## config.mk

```make
export PLATFORM = sky130hd
export DESIGN_NAME = evs_vector_select
export DESIGN_NICKNAME = d
export VERILOG_FILES = /design/src/core/evs_vector_select.v /design/src/core/evs_sync2.v /design/src/core/evs_axil_slave.v
export VERILOG_INCLUDE_DIRS = /design/src /design/src/core
export SDC_FILE = /design/constraint.sdc
export NUM_CORES = 1
export LEC_CHECK = 0
export BUFFER_PORTS_ARGS = -buffer_cell sky130_fd_sc_hd__buf_4
export CAP_MARGIN = 20
export CELL_PAD_IN_SITES_DETAIL_PLACEMENT = 2
export CELL_PAD_IN_SITES_GLOBAL_PLACEMENT = 2
export CORE_AREA = 2 2 148 150
export CTS_CLUSTER_DIAMETER = 80
export DETAILED_ROUTE_END_ITERATION = 16
export DIE_AREA = 0 0 150 152
export HOLD_SLACK_MARGIN = 0.02
export PLACE_DENSITY = 0.95
export SKIP_CTS_REPAIR_TIMING = 1
export SLEW_MARGIN = 0
export SYNTH_ARGS = -nofsm -noshare
export SYNTH_HDL_FRONTEND = slang
export SYNTH_SLANG_ARGS = --single-unit
```

## constraint.sdc

```tcl
create_clock -name aclk -period 8 [get_ports aclk]
set_input_delay 1.6 -clock aclk [delete_from_list [all_inputs] [get_ports aclk]]
set_output_delay 1.6 -clock aclk [all_outputs]
set_load 0.03 [all_outputs]
```

## src/core/evs_map.vh

```
// constants for the exception vector select block
// ======================================================================
`ifndef EVS_MAP_VH
`define EVS_MAP_VH
// ======================================================================
// vector offsets
`define EVS_OFF_RESET     20'h00100
`define EVS_OFF_MCHECK    20'h00200
`define EVS_OFF_EXT       20'h00500
`define EVS_OFF_ALIGN     20'h00600
`define EVS_OFF_PROGRAM   20'h00700
`define EVS_OFF_FP_UNAV   20'h00800
`define EVS_OFF_DECR      20'h00900
`define EVS_OFF_SYSCALL   20'h00C00
`define EVS_OFF_TRACE     20'h00D00
`define EVS_OFF_FP_ASSIST 20'h00E00
`define EVS_OFF_SW_EMUL   20'h01000
`define EVS_OFF_DATA_BP   20'h01C00
`define EVS_OFF_INSTR_BP  20'h01D00
`define EVS_OFF_MEXT_BP   20'h01E00
`define EVS_OFF_NMEXT_BP  20'h01F00
// ======================================================================
// vector bases
`define EVS_BASE_LOW      32'h00000000
`define EVS_BASE_HIGH     32'hFFF00000
// ======================================================================
// cause indices, position is priority (0 highest)
`define EVS_NCAUSE        15
`define EVS_C_RESET       0
`define EVS_C_NMEXT_BP    1
`define EVS_C_MCHECK      2
`define EVS_C_INSTR_BP    3
`define EVS_C_DATA_BP     4
`define EVS_C_MEXT_BP     5
`define EVS_C_SW_EMUL     6
`define EVS_C_ALIGN       7
`define EVS_C_PROGRAM     8
`define EVS_C_FP_UNAV     9
`define EVS_C_SYSCALL     10
`define EVS_C_FP_ASSIST   11
`define EVS_C_TRACE       12
`define EVS_C_DECR        13
`define EVS_C_EXT         14
// ======================================================================
// program exception sub-type codes
`define EVS_PT_NONE       2'h0
`define EVS_PT_FLOAT      2'h1
`define EVS_PT_PRIV       2'h2
`define EVS_PT_TRAP       2'h3
// ======================================================================
// axi answers and register map
`define EVS_RESP_OKAY     2'h0
`define EVS_RESP_SLVERR   2'h2
`define EVS_REG_CTRL      12'h000
`define EVS_REG_STATUS    12'h004
`define EVS_REG_ADDR      12'h008
`define EVS_REG_COUNT     12'h00C
`define EVS_CTRL_RESET    5'h00
`define EVS_CTRL_W        5
`endif

```

## src/core/evs_vector_select.v

```verilog
// exception cause detection, priority choice and handler address
`timescale 1ns/100ps
`include "evs_map.vh"
module evs_vector_select #(
  parameter DEC_W = 32
) (
  input  wire             aclk,
  input  wire             aresetn,
  // register bus
  input  wire [11:0]      s_axi_awaddr,
  input  wire             s_axi_awvalid,
  output wire             s_axi_awready,
  input  wire [31:0]      s_axi_wdata,
  input  wire [3:0]       s_axi_wstrb,
  input  wire             s_axi_wvalid,
  output wire             s_axi_wready,
  output wire [1:0]       s_axi_bresp,
  output wire             s_axi_bvalid,
  input  wire             s_axi_bready,
  input  wire [11:0]      s_axi_araddr,
  input  wire             s_axi_arvalid,
  output wire             s_axi_arready,
  output wire [31:0]      s_axi_rdata,
  output wire [1:0]       s_axi_rresp,
  output wire             s_axi_rvalid,
  input  wire             s_axi_rready,
  // outside pins
  input  wire             ext_irq_n,
  input  wire             transfer_error_ack_n,
  input  wire             mask_ext_bp,
  input  wire             devport_bp,
  // pipeline, one-cycle qualifiers
  input  wire             instr_valid,
  input  wire             is_float_ldst,
  input  wire             is_ldst_multiple,
  input  wire             is_string,
  input  wire             is_reserving_load_instr,
  input  wire             is_cond_store,
  input  wire             operand_word_misaligned,
  input  wire             operand_le_misaligned,
  input  wire             is_float_instr,
  input  wire             float_state_move,
  input  wire             is_privileged,
  input  wire             spr_move,
  input  wire             spr_invalid,
  input  wire             spr_unimpl,
  input  wire [9:0]       special_register_number_field,
  input  wire             trap_cond_true,
  input  wire             is_system_call_instr,
  input  wire             instr_completed,
  input  wire             is_intr_return,
  input  wire             is_branch,
  input  wire             float_assist_cond,
  input  wire             unimpl_instr,
  input  wire             data_bp_match,
  input  wire             instr_bp_match,
  input  wire             float_summary_enabled_flag,
  input  wire [DEC_W-1:0] down_counter_reg,
  // exception result
  output reg              take_ff,
  output reg  [31:0]      handler_addr_ff,
  output reg  [1:0]       program_type_ff,
  output reg  [31:0]      machine_state_word_ff
);
  // ======================================================================
  // machine state word bit positions kept here (block-local)
  localparam MSW_GATE  = 15;  // async_interrupt_gate_bit
  localparam MSW_USER  = 14;  // user_mode_bit
  localparam MSW_FAVL  = 13;  // float_available_bit
  localparam MSW_FEA   = 11;  // float_exc_mode_bit_a
  localparam MSW_SSTEP = 10;  // single_step_trace_bit
  localparam MSW_BTR   = 9;   // branch_trace_bit
  localparam MSW_FEB   = 8;   // float_exc_mode_bit_b
  localparam MSW_VBASE = 6;   // vector_base_select_bit
  localparam MSW_RECOV = 1;   // recoverable_state_bit
  localparam MSW_LE    = 0;   // little-endian mode
  localparam NC        = `EVS_NCAUSE;

  // ======================================================================
  // pins from outside the clock domain
  wire [3:0] pin_sync;
  evs_sync2 #(
    .WIDTH (4)
  ) u_sync (
    .aclk     (aclk),
    .aresetn  (aresetn),
    .async_in ({~ext_irq_n, ~transfer_error_ack_n, mask_ext_bp, devport_bp}),
    .sync_out (pin_sync)
  );
  wire ext_req    = pin_sync[3];
  wire tea_req    = pin_sync[2];
  wire mbp_req    = pin_sync[1];
  wire devbp_req  = pin_sync[0];

  // ======================================================================
  // register slave; a control write that changes the value loads the machine state word bits, except gate and recoverable, which a take in the same cycle clears
  wire [4:0]  ctrl_w;
  reg  [31:0] take_cnt_ff;
  reg         pend_ext_ff;
  reg         pend_dec_ff;
  reg  [4:0]  ctrl_prev_ff;
  // status: [20] pend dec, [19] pend ext, [18:17] program type, [15:0] state word
  wire [31:0] status_w = {11'h000, pend_dec_ff, pend_ext_ff, program_type_ff, 1'b0,
                          machine_state_word_ff[15:0]};

  evs_axil_slave u_regs (
    .aclk          (aclk),
    .aresetn       (aresetn),
    .s_axi_awaddr  (s_axi_awaddr),
    .s_axi_awvalid (s_axi_awvalid),
    .s_axi_awready (s_axi_awready),
    .s_axi_wdata   (s_axi_wdata),
    .s_axi_wstrb   (s_axi_wstrb),
    .s_axi_wvalid  (s_axi_wvalid),
    .s_axi_wready  (s_axi_wready),
    .s_axi_bresp   (s_axi_bresp),
    .s_axi_bvalid  (s_axi_bvalid),
    .s_axi_bready  (s_axi_bready),
    .s_axi_araddr  (s_axi_araddr),
    .s_axi_arvalid (s_axi_arvalid),
    .s_axi_arready (s_axi_arready),
    .s_axi_rdata   (s_axi_rdata),
    .s_axi_rresp   (s_axi_rresp),
    .s_axi_rvalid  (s_axi_rvalid),
    .s_axi_rready  (s_axi_rready),
    .ctrl_ff       (ctrl_w),
    .status_in     (status_w),
    .addr_in       (handler_addr_ff),
    .count_in      (take_cnt_ff)
  );

  // ======================================================================
  // decrementer msb edge
  reg dec_msb_ff;
  always @(posedge aclk) begin
    if (!aresetn) begin
      dec_msb_ff <= 1'b0;
    end else begin
      dec_msb_ff <= down_counter_reg[DEC_W-1];
    end
  end
  wire dec_rise = down_counter_reg[DEC_W-1] && !dec_msb_ff;

  // ======================================================================
  // cause detection
  wire [31:0] msw     = machine_state_word_ff;
  wire        le_mode = msw[MSW_LE];
  wire        user    = msw[MSW_USER];
  wire        fe_any  = msw[MSW_FEA] | msw[MSW_FEB];
  wire        iv      = instr_valid;

  wire c_align = iv && operand_word_misaligned &&
                 (is_float_ldst || is_ldst_multiple || is_reserving_load_instr || is_cond_store);
  wire c_align_le = iv && le_mode && (operand_le_misaligned || is_ldst_multiple || is_string);
  wire c_pfloat = iv && float_state_move && fe_any && float_summary_enabled_flag;
  wire c_priv = iv && user && (is_privileged ||
                (spr_move && spr_invalid && special_register_number_field[9]));
  wire c_trap = iv && trap_cond_true;
  wire c_fpun = iv && is_float_instr && !msw[MSW_FAVL];
  wire c_sc = iv && is_system_call_instr;
  wire c_trace = instr_completed && ((msw[MSW_SSTEP] && !is_intr_return) ||
                 (msw[MSW_BTR] && is_branch));
  wire c_assist = iv && float_assist_cond && !c_pfloat;
  wire c_emul = iv && (unimpl_instr || (spr_move && spr_unimpl));
  wire recov = msw[MSW_RECOV];

  // pending async causes, held while gate is clear
  wire gate = msw[MSW_GATE];
  wire [NC-1:0] cause;
  assign cause[`EVS_C_RESET]     = 1'b0;          // reset handled by its own path
  assign cause[`EVS_C_NMEXT_BP]  = devbp_req;
  assign cause[`EVS_C_MCHECK]    = tea_req;
  assign cause[`EVS_C_INSTR_BP]  = instr_bp_match && recov;
  assign cause[`EVS_C_DATA_BP]   = data_bp_match && recov;
  assign cause[`EVS_C_MEXT_BP]   = mbp_req && recov;
  assign cause[`EVS_C_SW_EMUL]   = c_emul;
  assign cause[`EVS_C_ALIGN]     = c_align || c_align_le;
  assign cause[`EVS_C_PROGRAM]   = c_pfloat || c_priv || c_trap;
  assign cause[`EVS_C_FP_UNAV]   = c_fpun;
  assign cause[`EVS_C_SYSCALL]   = c_sc;
  assign cause[`EVS_C_FP_ASSIST] = c_assist;
  assign cause[`EVS_C_TRACE]     = c_trace;
  assign cause[`EVS_C_DECR]      = (pend_dec_ff || dec_rise) && gate;
  assign cause[`EVS_C_EXT]       = (pend_ext_ff || ext_req) && gate;

  // ======================================================================
  // fixed priority, lowest index wins
  reg [3:0]  win_idx;
  reg        win_any;
  integer    ci;
  always @* begin
    win_idx = 4'h0;
    win_any = 1'b0;
    for (ci = NC - 1; ci >= 0; ci = ci - 1) begin
      if (cause[ci]) begin
        win_idx = ci[3:0];
        win_any = 1'b1;
      end
    end
  end

  // offset table; reserved offsets have no entry
  reg [19:0] win_off;
  always @* begin
    case (win_idx)
      `EVS_C_RESET:     win_off = `EVS_OFF_RESET;
      `EVS_C_NMEXT_BP:  win_off = `EVS_OFF_NMEXT_BP;
      `EVS_C_MCHECK:    win_off = `EVS_OFF_MCHECK;
      `EVS_C_INSTR_BP:  win_off = `EVS_OFF_INSTR_BP;
      `EVS_C_DATA_BP:   win_off = `EVS_OFF_DATA_BP;
      `EVS_C_MEXT_BP:   win_off = `EVS_OFF_MEXT_BP;
      `EVS_C_SW_EMUL:   win_off = `EVS_OFF_SW_EMUL;
      `EVS_C_ALIGN:     win_off = `EVS_OFF_ALIGN;
      `EVS_C_PROGRAM:   win_off = `EVS_OFF_PROGRAM;
      `EVS_C_FP_UNAV:   win_off = `EVS_OFF_FP_UNAV;
      `EVS_C_SYSCALL:   win_off = `EVS_OFF_SYSCALL;
      `EVS_C_FP_ASSIST: win_off = `EVS_OFF_FP_ASSIST;
      `EVS_C_TRACE:     win_off = `EVS_OFF_TRACE;
      `EVS_C_DECR:      win_off = `EVS_OFF_DECR;
      default:          win_off = `EVS_OFF_EXT;
    endcase
  end

  // base select
  wire [31:0] base = msw[MSW_VBASE] ? `EVS_BASE_HIGH : `EVS_BASE_LOW;
  wire [1:0]  ptype = c_pfloat ? `EVS_PT_FLOAT : c_priv ? `EVS_PT_PRIV :
                      c_trap ? `EVS_PT_TRAP : `EVS_PT_NONE;

  // ======================================================================
  // reset vector taken on the first cycle after release
  reg reset_done_ff;

  // take strobe, address and state word update
  always @(posedge aclk) begin
    if (!aresetn) begin
      reset_done_ff         <= 1'b0;
      take_ff               <= 1'b0;
      handler_addr_ff       <= 32'h00000000;
      program_type_ff       <= `EVS_PT_NONE;
      machine_state_word_ff <= 32'h00000000;
      ctrl_prev_ff          <= `EVS_CTRL_RESET;
      take_cnt_ff           <= 32'h00000000;
    end else begin
      take_ff      <= 1'b0;
      ctrl_prev_ff <= ctrl_w;
      // software update of gate, recoverable, base, user, float available
      if (ctrl_w != ctrl_prev_ff) begin
        machine_state_word_ff[MSW_GATE]  <= ctrl_w[0];
        machine_state_word_ff[MSW_RECOV] <= ctrl_w[1];
        machine_state_word_ff[MSW_VBASE] <= ctrl_w[2];
        machine_state_word_ff[MSW_USER]  <= ctrl_w[3];
        machine_state_word_ff[MSW_FAVL]  <= ctrl_w[4];
      end
      if (!reset_done_ff) begin
        reset_done_ff   <= 1'b1;
        take_ff         <= 1'b1;
        handler_addr_ff <= base + {12'h000, `EVS_OFF_RESET};
      end else if (win_any && !take_ff) begin
        take_ff         <= 1'b1;
        handler_addr_ff <= base + {12'h000, win_off};
        program_type_ff <= (win_idx == `EVS_C_PROGRAM) ? ptype : `EVS_PT_NONE;
        take_cnt_ff     <= take_cnt_ff + 32'h00000001;
        machine_state_word_ff[MSW_GATE]  <= 1'b0;
        machine_state_word_ff[MSW_RECOV] <= 1'b0;
      end
    end
  end

  // ======================================================================
  // async pending latches: set wins over clear by take
  // a decrementer edge served in its own cycle is not kept, so one edge gives one take
  wire dec_take = win_any && !take_ff && reset_done_ff && (win_idx == `EVS_C_DECR);
  always @(posedge aclk) begin
    if (!aresetn) begin
      pend_ext_ff <= 1'b0;
      pend_dec_ff <= 1'b0;
    end else begin
      if (ext_req) begin
        pend_ext_ff <= 1'b1;
      end else if (win_any && !take_ff && reset_done_ff && win_idx == `EVS_C_EXT) begin
        pend_ext_ff <= 1'b0;
      end
      if (dec_rise && (pend_dec_ff || !dec_take)) begin
        pend_dec_ff <= 1'b1;
      end else if (dec_take) begin
        pend_dec_ff <= 1'b0;
      end
    end
  end
endmodule // evs_vector_select

```

## src/core/evs_sync2.v

```verilog
// two flip-flop synchroniser, one per bit
`timescale 1ns/100ps
module evs_sync2 #(
  parameter WIDTH = 4
) (
  input  wire             aclk,
  input  wire             aresetn,
  input  wire [WIDTH-1:0] async_in,
  output wire [WIDTH-1:0] sync_out
);
  // ======================================================================
  // stages
  genvar gi;
  generate
    for (gi = 0; gi < WIDTH; gi = gi + 1) begin : g_bit
      reg meta_ff;
      reg sync_ff;
      // first stage read only by second
      always @(posedge aclk) begin
        if (!aresetn) begin
          meta_ff <= 1'b0;
          sync_ff <= 1'b0;
        end else begin
          meta_ff <= async_in[gi];
          sync_ff <= meta_ff;
        end
      end
      assign sync_out[gi] = sync_ff;
    end
  endgenerate
endmodule // evs_sync2

```

## src/core/evs_axil_slave.v

```verilog
// axi4-lite register slave for the exception vector select block
`timescale 1ns/100ps
`include "evs_map.vh"
module evs_axil_slave (
  input  wire        aclk,
  input  wire        aresetn,
  input  wire [11:0] s_axi_awaddr,
  input  wire        s_axi_awvalid,
  output reg         s_axi_awready,
  input  wire [31:0] s_axi_wdata,
  input  wire [3:0]  s_axi_wstrb,
  input  wire        s_axi_wvalid,
  output reg         s_axi_wready,
  output reg  [1:0]  s_axi_bresp,
  output reg         s_axi_bvalid,
  input  wire        s_axi_bready,
  input  wire [11:0] s_axi_araddr,
  input  wire        s_axi_arvalid,
  output reg         s_axi_arready,
  output reg  [31:0] s_axi_rdata,
  output reg  [1:0]  s_axi_rresp,
  output reg         s_axi_rvalid,
  input  wire        s_axi_rready,
  output reg  [4:0]  ctrl_ff,
  input  wire [31:0] status_in,
  input  wire [31:0] addr_in,
  input  wire [31:0] count_in
);
  // ======================================================================
  // write path: address and data caught in either order
  reg        aw_got_ff;
  reg        w_got_ff;
  reg [11:0] awaddr_ff;
  reg [31:0] wdata_ff;
  reg [3:0]  wstrb_ff;
  integer    bi;

  always @(posedge aclk) begin
    if (!aresetn) begin
      aw_got_ff     <= 1'b0;
      w_got_ff      <= 1'b0;
      awaddr_ff     <= 12'h000;
      wdata_ff      <= 32'h00000000;
      wstrb_ff      <= 4'h0;
      s_axi_awready <= 1'b0;
      s_axi_wready  <= 1'b0;
      s_axi_bvalid  <= 1'b0;
      s_axi_bresp   <= `EVS_RESP_OKAY;
      ctrl_ff       <= `EVS_CTRL_RESET;
    end else begin
      s_axi_awready <= !aw_got_ff && !s_axi_awready && !s_axi_bvalid;
      s_axi_wready  <= !w_got_ff && !s_axi_wready && !s_axi_bvalid;
      if (s_axi_awvalid && s_axi_awready) begin
        aw_got_ff     <= 1'b1;
        awaddr_ff     <= s_axi_awaddr;
        s_axi_awready <= 1'b0;
      end
      if (s_axi_wvalid && s_axi_wready) begin
        w_got_ff     <= 1'b1;
        wdata_ff     <= s_axi_wdata;
        wstrb_ff     <= s_axi_wstrb;
        s_axi_wready <= 1'b0;
      end
      if (aw_got_ff && w_got_ff && !s_axi_bvalid) begin
        aw_got_ff    <= 1'b0;
        w_got_ff     <= 1'b0;
        s_axi_bvalid <= 1'b1;
        if ({awaddr_ff[11:2], 2'h0} == `EVS_REG_CTRL) begin
          s_axi_bresp <= `EVS_RESP_OKAY;
          if (wstrb_ff[0]) begin
            ctrl_ff <= wdata_ff[4:0];
          end
        end else if ({awaddr_ff[11:2], 2'h0} == `EVS_REG_STATUS || {awaddr_ff[11:2], 2'h0} == `EVS_REG_ADDR ||
                     {awaddr_ff[11:2], 2'h0} == `EVS_REG_COUNT) begin
          s_axi_bresp <= `EVS_RESP_OKAY; // read-only, write ignored
        end else begin
          s_axi_bresp <= `EVS_RESP_SLVERR;
        end
      end else if (s_axi_bvalid && s_axi_bready) begin
        s_axi_bvalid <= 1'b0;
      end
    end
  end

  // ======================================================================
  // read path
  always @(posedge aclk) begin
    if (!aresetn) begin
      s_axi_arready <= 1'b0;
      s_axi_rvalid  <= 1'b0;
      s_axi_rdata   <= 32'h00000000;
      s_axi_rresp   <= `EVS_RESP_OKAY;
    end else begin
      s_axi_arready <= !s_axi_arready && !s_axi_rvalid && !s_axi_arvalid ? 1'b1 :
                       (!s_axi_rvalid && !s_axi_arready);
      if (s_axi_arvalid && s_axi_arready) begin
        s_axi_arready <= 1'b0;
        s_axi_rvalid  <= 1'b1;
        s_axi_rresp   <= `EVS_RESP_OKAY;
        if ({s_axi_araddr[11:2], 2'h0} == `EVS_REG_CTRL) begin
          s_axi_rdata <= {27'h0000000, ctrl_ff};
        end else if ({s_axi_araddr[11:2], 2'h0} == `EVS_REG_STATUS) begin
          s_axi_rdata <= status_in;
        end else if ({s_axi_araddr[11:2], 2'h0} == `EVS_REG_ADDR) begin
          s_axi_rdata <= addr_in;
        end else if ({s_axi_araddr[11:2], 2'h0} == `EVS_REG_COUNT) begin
          s_axi_rdata <= count_in;
        end else begin
          s_axi_rdata <= 32'h00000000;
          s_axi_rresp <= `EVS_RESP_SLVERR;
        end
      end else if (s_axi_rvalid && s_axi_rready) begin
        s_axi_rvalid <= 1'b0;
      end
    end
  end
endmodule // evs_axil_slave

```

---- Word-level counts from Yosys, hierarchy flattened ----
Memories as Yosys holds them, arrays and structs flattened.
Index checks and enable logic that the tools add are counted.
word-level totals
  bits in registers ....................... 155
  ROM bits ................................ 80
  input bits .............................. 137
  output and inout bits ................... 108
  word-level logic and storage cells ...... 183
  memories ................................ 1
cells by class
  add/subtract/negate cells ............... 3
  eq/ne operators ......................... 11
  mux-type cells .......................... 60
  bitwise gates (word level) .............. 3
  reductions and logical operators ........ 72
memories
  name             words  width  read ports  clocked after Yosys merged registers in  write ports  RTL line                 source
  (no name shown)  16     5      1           0                                        0            evs_vector_select.v:205  case (win_idx)
operator list
  cell                     count
  $mux W32                 7
  $mux W4                  13
  $eq A10 B2 Y1 const B    4
  $logic_and A1 B1 Y1      37
  $add A32 B1 Y32 const B  1
  $add A32 B20 Y32         1
  $add A32 B9 Y32 const B  1
  $mux W1                  30
  $eq A10 B1 Y1 const B    2
  $logic_not A10 Y1        2
  $mux W2                  9
  $eq A4 B4 Y1 const B     3
  $logic_not A1 Y1         12
  $logic_or A1 B1 Y1       11
  $reduce_bool A2 Y1       4
  $reduce_or A2 Y1         4
  $ne A5 B5 Y1             1
  $mux W3                  1
  $not A1 Y1               3
  $reduce_and A3 Y1        1
  $ne A2 B1 Y1 const B     1
  $reduce_and A2 Y1        1

---- Logic depth before layout (Yosys ltp) ----
  depth in word-level cells ............... 23
  mapped depth ............................ 12
  mapped depth without buffers ............ 11

---- Cells and area by module ----
From an unflattened synthesis, not the netlist that was laid out.
unflattened totals
  cells, all modules ...................... 731
  area total of the unflattened synthesis .. 6372.4 um^2
by module, submodules not included
  module             times used  cells an instance  area each (um^2)  sequential area each (um^2)
  evs_vector_select  1           398                3274.4            1101.1
  evs_axil_slave     1           313                2857.7            1241.2
  evs_sync2          1           20                 240.2             160.2

---- Worst setup path before layout ----
No wires, ideal clock.
  path type ............................... input -> register
  start ................................... in is_ldst_multiple
  end ..................................... reg program_type_ff[0]
  setup time .............................. 0.070 ns
  arrival ................................. 3.549 ns
  required time ........................... 7.930 ns
  setup slack ............................. 4.380 ns
  cell stages on the path ................. 10
  buffers on the path ..................... 0
  cell sequence ........................... or4_4 -> nand2_1 -> o21ai_0 -> o41ai_4 -> ha_1 -> inv_1 -> nor3_1 -> and3_1 -> nand4_1 -> a21oi_1
on the way
  word-level cells in the longest chain between the ends .. 13
  elaborated cells between the ends (all ways) .. 22
  those cells by class .................... eq/ne (1); mux (15); reduce/logical (6)
ends and longest elaborated chain
  item                                                           RTL line                 source
  start, declared                                                evs_vector_select.v:35   input wire is_ldst_multiple,
  $logic_or A1 B1 Y1 (*) (3 in a row)                            evs_vector_select.v:153  (is_float_ldst || is_ldst_multiple || is_reserving_load_instr || is_cond_store);
  $logic_and A1 B1 Y1 (*)                                        evs_vector_select.v:152  wire c_align = iv && operand_word_misaligned &&
  $mux W4 or $mux W1 (tied branches) (7 in a row)                evs_vector_select.v:195  if (cause[ci]) begin
  $eq A4 B4 Y1 (no line) or $logic_and A1 B1 Y1 (tied branches)  n/a
  $mux W2 (no line) or $reduce_and A2 Y1 (tied branches)         n/a
  end signal, assigned                                           evs_vector_select.v:239  program_type_ff <= `EVS_PT_NONE;
  end signal, assigned                                           evs_vector_select.v:261  program_type_ff <= (win_idx == `EVS_C_PROGRAM) ? ptype : `EVS_PT_NONE;
  end, declared                                                  evs_vector_select.v:62   output reg [1:0] program_type_ff,
Mark *: on every way between the ends. The rest lies on a longest branch, timed or not.
A chain may end at the register's enable or synchronous reset.

---- Worst setup path in the final report ----
  start ................................... in is_ldst_multiple
  end ..................................... reg handler_addr_ff[8]
on the way
  word-level cells in the longest chain between the ends .. 15
  elaborated cells between the ends (all ways) .. 24
  those cells by class .................... add/sub (1); eq/ne (1); mux (16); reduce/logical (5); memory (1)
ends and longest elaborated chain
  item                                 RTL line                 source
  $logic_or A1 B1 Y1 (*) (3 in a row)  evs_vector_select.v:153
  $logic_and A1 B1 Y1 (*)              evs_vector_select.v:152
  $mux W4 (7 in a row)                 evs_vector_select.v:195
  $mem_v2 Z16 W5                       n/a
  $add A32 B20 Y32                     evs_vector_select.v:260  handler_addr_ff <= base + {12'h000, win_off};
  $mux W32                             evs_vector_select.v:258  end else if (win_any && !take_ff) begin
  $mux W32                             evs_vector_select.v:254  if (!reset_done_ff) begin
  end signal, assigned                 evs_vector_select.v:257  handler_addr_ff <= base + {12'h000, `EVS_OFF_RESET};
  end signal, assigned                 evs_vector_select.v:260
  end, declared                        evs_vector_select.v:61   output reg [31:0] handler_addr_ff,
Mark *: on every way between the ends. The rest lies on a longest branch, timed or not. The select of a mux whose other input is x is not followed.

==> flow_metrics.env <==
export IMPL_cp_data_required_time_ps=8330
export IMPL_seq_area_frac_synth_pct=41.6
export IMPL_rsz0062_at_grt="no"
export IMPL_min_path_type="reg2reg"
export IMPL_slew_headroom_pct=32.4
export IMPL_yosys_area_top_type="dfxtp_1"
export IMPL_drt_pre_antenna_iters=4
export IMPL_drt_iter0_drc=156
export IMPL_fin_crit_sh_pct=46.3
export IMPL_critical_path_peak_fanout=6
export IMPL_cts_sinks=125
export IMPL_seqPwrFrac_pct=41.5
export IMPL_diodes=0
export IMPL_port_buffers=119
export IMPL_power_frac_comb_pct=10.0
export IMPL_ys_flop_type="dfxtp_1"
export IMPL_final_max_slew_viol_count=0
export IMPL_cp_start_kind="input port"
export IMPL_status="finished, final reports clean"
export IMPL_io_pins=245
export IMPL_hold_violations=0
export IMPL_via_count=5445
export IMPL_viasPerCell=4.95
export IMPL_synthTopCellsByArea="dfxtp_1, buf_4, a21oi_1"
export IMPL_clock_fmax_mhz=270
export IMPL_fin_setup_tns_ps=0
export IMPL_synth_area_per_cell_um2=8.50
export IMPL_sw_frac_of_total_pct=25.2
export IMPL_htree_levels=4
export IMPL_grt_overflow_total=0
export IMPL_use_met3_pct=4.20
export IMPL_cts_tree="done"
export IMPL_met2_usage_pct=31.7
export IMPL_clockRootBuffer="clkbuf_16"
export IMPL_antenna_found_initial=0
export IMPL_gp_congestion=0.809
export IMPL_grt_use_total_pct=17.6
export IMPL_p_leak_nw=2.98
export IMPL_fin_nets=953
export IMPL_die_width_um=150
export IMPL_ys_types=60
export IMPL_fin_cells=1100
export IMPL_dieArea_mm2=0.0228
export IMPL_top_usage_layer="met2"
export IMPL_ant_nets=0
export IMPL_clkPwrFrac_pct=48.5
export IMPL_max_vdd_ir_drop_uv=150
export IMPL_wl_mm=19.7
export IMPL_grt_pass1_wl_mm=31.7
export IMPL_powerDensity_mw_per_mm2=209
export IMPL_clk_latency_ps=420
export IMPL_min_period_ps=3700
export IMPL_met1_usage_pct=20.1
export IMPL_synth_cells=708
export IMPL_critPathKind="in2reg"
export IMPL_drive_gt1_share_pct=22.0
export IMPL_wl_per_cell_um=17.9
export IMPL_synth_top_area_share_pct=41.6
export IMPL_syn_area_mm2=0.00602
export IMPL_setup_viol=0
export IMPL_hold_ws_ps=428
export IMPL_worst_slew_pin_slew_ps=1010
export IMPL_async_flop_share_pct=0
export IMPL_cts_inserted_buffers=17
export IMPL_synth_edff_count=0
export IMPL_yosysWarnings=0
export IMPL_finClkSkew_ps=7.92
export IMPL_areaGrowthSynthToFinish_pct=24.4
export IMPL_clockBufferDepth=2
export IMPL_crit_path_end_kind="flop"
export IMPL_p_total_w=0.00157
export IMPL_drc=0
export IMPL_placedCellCount=1069
export IMPL_grt_pass1_vias=5832
export IMPL_core_mm2=0.0214
export IMPL_die_h_um=152
export IMPL_num_rows=54
export IMPL_ys_ff_latch=125
export IMPL_drv_cap=0
export IMPL_grt_max_degree=86
export IMPL_p_int_w=0.00117
export IMPL_clk_pin_slew_worst_paths_ps=60
export IMPL_power_switching_w=0.000394
export IMPL_cp_arrival_ps=4030
export IMPL_hpwl_mm=14.1
export IMPL_initial_core_util_pct=28.2
final cells by class:
class / count / area, um2
clock buffers: 23 / 488
clock inverters: 7 / 87.6
fillers: 2470 / 13900
inverters: 11 / 41.3
multi-input cells: 530 / 3080
flip-flops and latches: 125 / 2500
well taps: 280 / 350
repair buffers: 124 / 935
through the flow:
step                utilization, %  area [um2]  setup slack, ps
floorplan                        -        6180             4380
global placement              32.3        6900             4050
detailed placement            32.3        6900             3970
CTS                           35.0        7480             4320
global route                  35.1        7490             4140
finish                        35.1        7490             4300
routing by layer:
layer | part of all wire (%) | wire, um | vias up
met2 | 52 | 10300 | 116
met4 | 1.6 | 318 | 0
li1 | - | - | 2589
met3 | 4.2 | 837 | 21
met5 | 0 | 0 | -
met1 | 42 | 8260 | 2719
kinds of logic (layout without fill, tap and decap cells):
logic type,after synthesis,in the layout,share of synthesized area (%)
buf+inv,96,165,9.91
compound gates,160,160,17.5
flops,125,125,41.6
mux,19,19,3.18
fa+ha+maj,7,7,1.45
xor+xnor,23,23,3.35
simple gates,277,277,22.9
other cells,1,44,0.0623
cells in the final DEF (no fill, tap or decap), drive strengths merged, types with 3 or more instances in the layout:
cell type | netlist | final
nand3b | 3 | 3
o21a | 3 | 3
or3 | 10 | 10
and4 | 5 | 5
a21oi | 72 | 72
a22oi | 10 | 10
and2 | 19 | 19
and3 | 5 | 5
clkinv | 0 | 4
or4 | 6 | 6
dfxtp | 125 | 125
nor4 | 7 | 7
nand2 | 77 | 77
a31oi | 4 | 4
mux2i | 18 | 18
xnor2 | 17 | 17
nand3 | 33 | 33
conb | 1 | 44
o21ai | 42 | 42
nor2 | 57 | 57
nand4 | 10 | 10
clkbuf | 18 | 23
ha | 7 | 7
nor3 | 27 | 27
o31ai | 4 | 4
a221oi | 3 | 3
a21o | 4 | 4
inv | 11 | 11
xor2 | 6 | 6
nand2b | 7 | 7
nor2b | 7 | 7
buf | 67 | 124
path summary, 6_finish.rpt:
check	startpoint	endpoint	slack (ps)	cells past startpoint
worst min register to register	u_sync.g_bit[3].meta_ff$_SDFF_PN0_	u_sync.g_bit[3].sync_ff$_SDFF_PN0_	430	1
worst max-delay path	is_ldst_multiple	handler_addr_ff[8]$_SDFFE_PN0P_	4300	11
worst min-delay path	u_sync.g_bit[3].meta_ff$_SDFF_PN0_	u_sync.g_bit[3].sync_ff$_SDFF_PN0_	430	1
worst max register to register	machine_state_word_ff[13]$_SDFFE_PN0N_	handler_addr_ff[8]$_SDFFE_PN0P_	5410	10
power by group through the flow:
stage	combinational [W]	sequential, W	clock (W)
after floorplan	0.000113	0.000666	0
after global placement	0.000149	0.000662	0
after detailed placement	0.000155	0.000663	0
after CTS	0.000157	0.000650	0.000776
after global routing	0.000170	0.000651	0.000804
final	0.000157	0.000650	0.000760
Yosys cell counts (all sizes together), types with 3 or more instances:
cell type  count
nand3         33
or4            6
dfxtp        125
nor4           7
o21a           3
xnor2         17
nand2         77
o31ai          4
nand2b         7
xor2           6
a31oi          4
nor2b          7
inv           11
a22oi         10
and2          19
a21o           4
a21oi         72
and3           5
a221oi         3
nand4         10
clkbuf        18
buf           67
mux2i         18
or3           10
nor2          57
nor3          27
ha             7
nand3b         3
o21ai         42
and4           5
registers in the layout, summed over array words and instances, names as in the netlist, 5 cells and up:
name,flops
take_cnt_ff,32
u_regs.s_axi_rdata,32
handler_addr_ff,6
ctrl_prev_ff,5
u_regs.wdata_ff,5
u_regs.awaddr_ff,10
u_regs.ctrl_ff,5
machine_state_word_ff,5
critical path, cell delays in order:
cell and delay, ps:
buf_4 110, or4_4 560, nand2_1 100, o21ai_0 190, o41ai_4 450, ha_1 230
inv_1 50, nor3_1 220, o21ai_1 130, a21o_1 210, a31oi_1 180
Note: power is estimated with default switching activity, not from simulation.
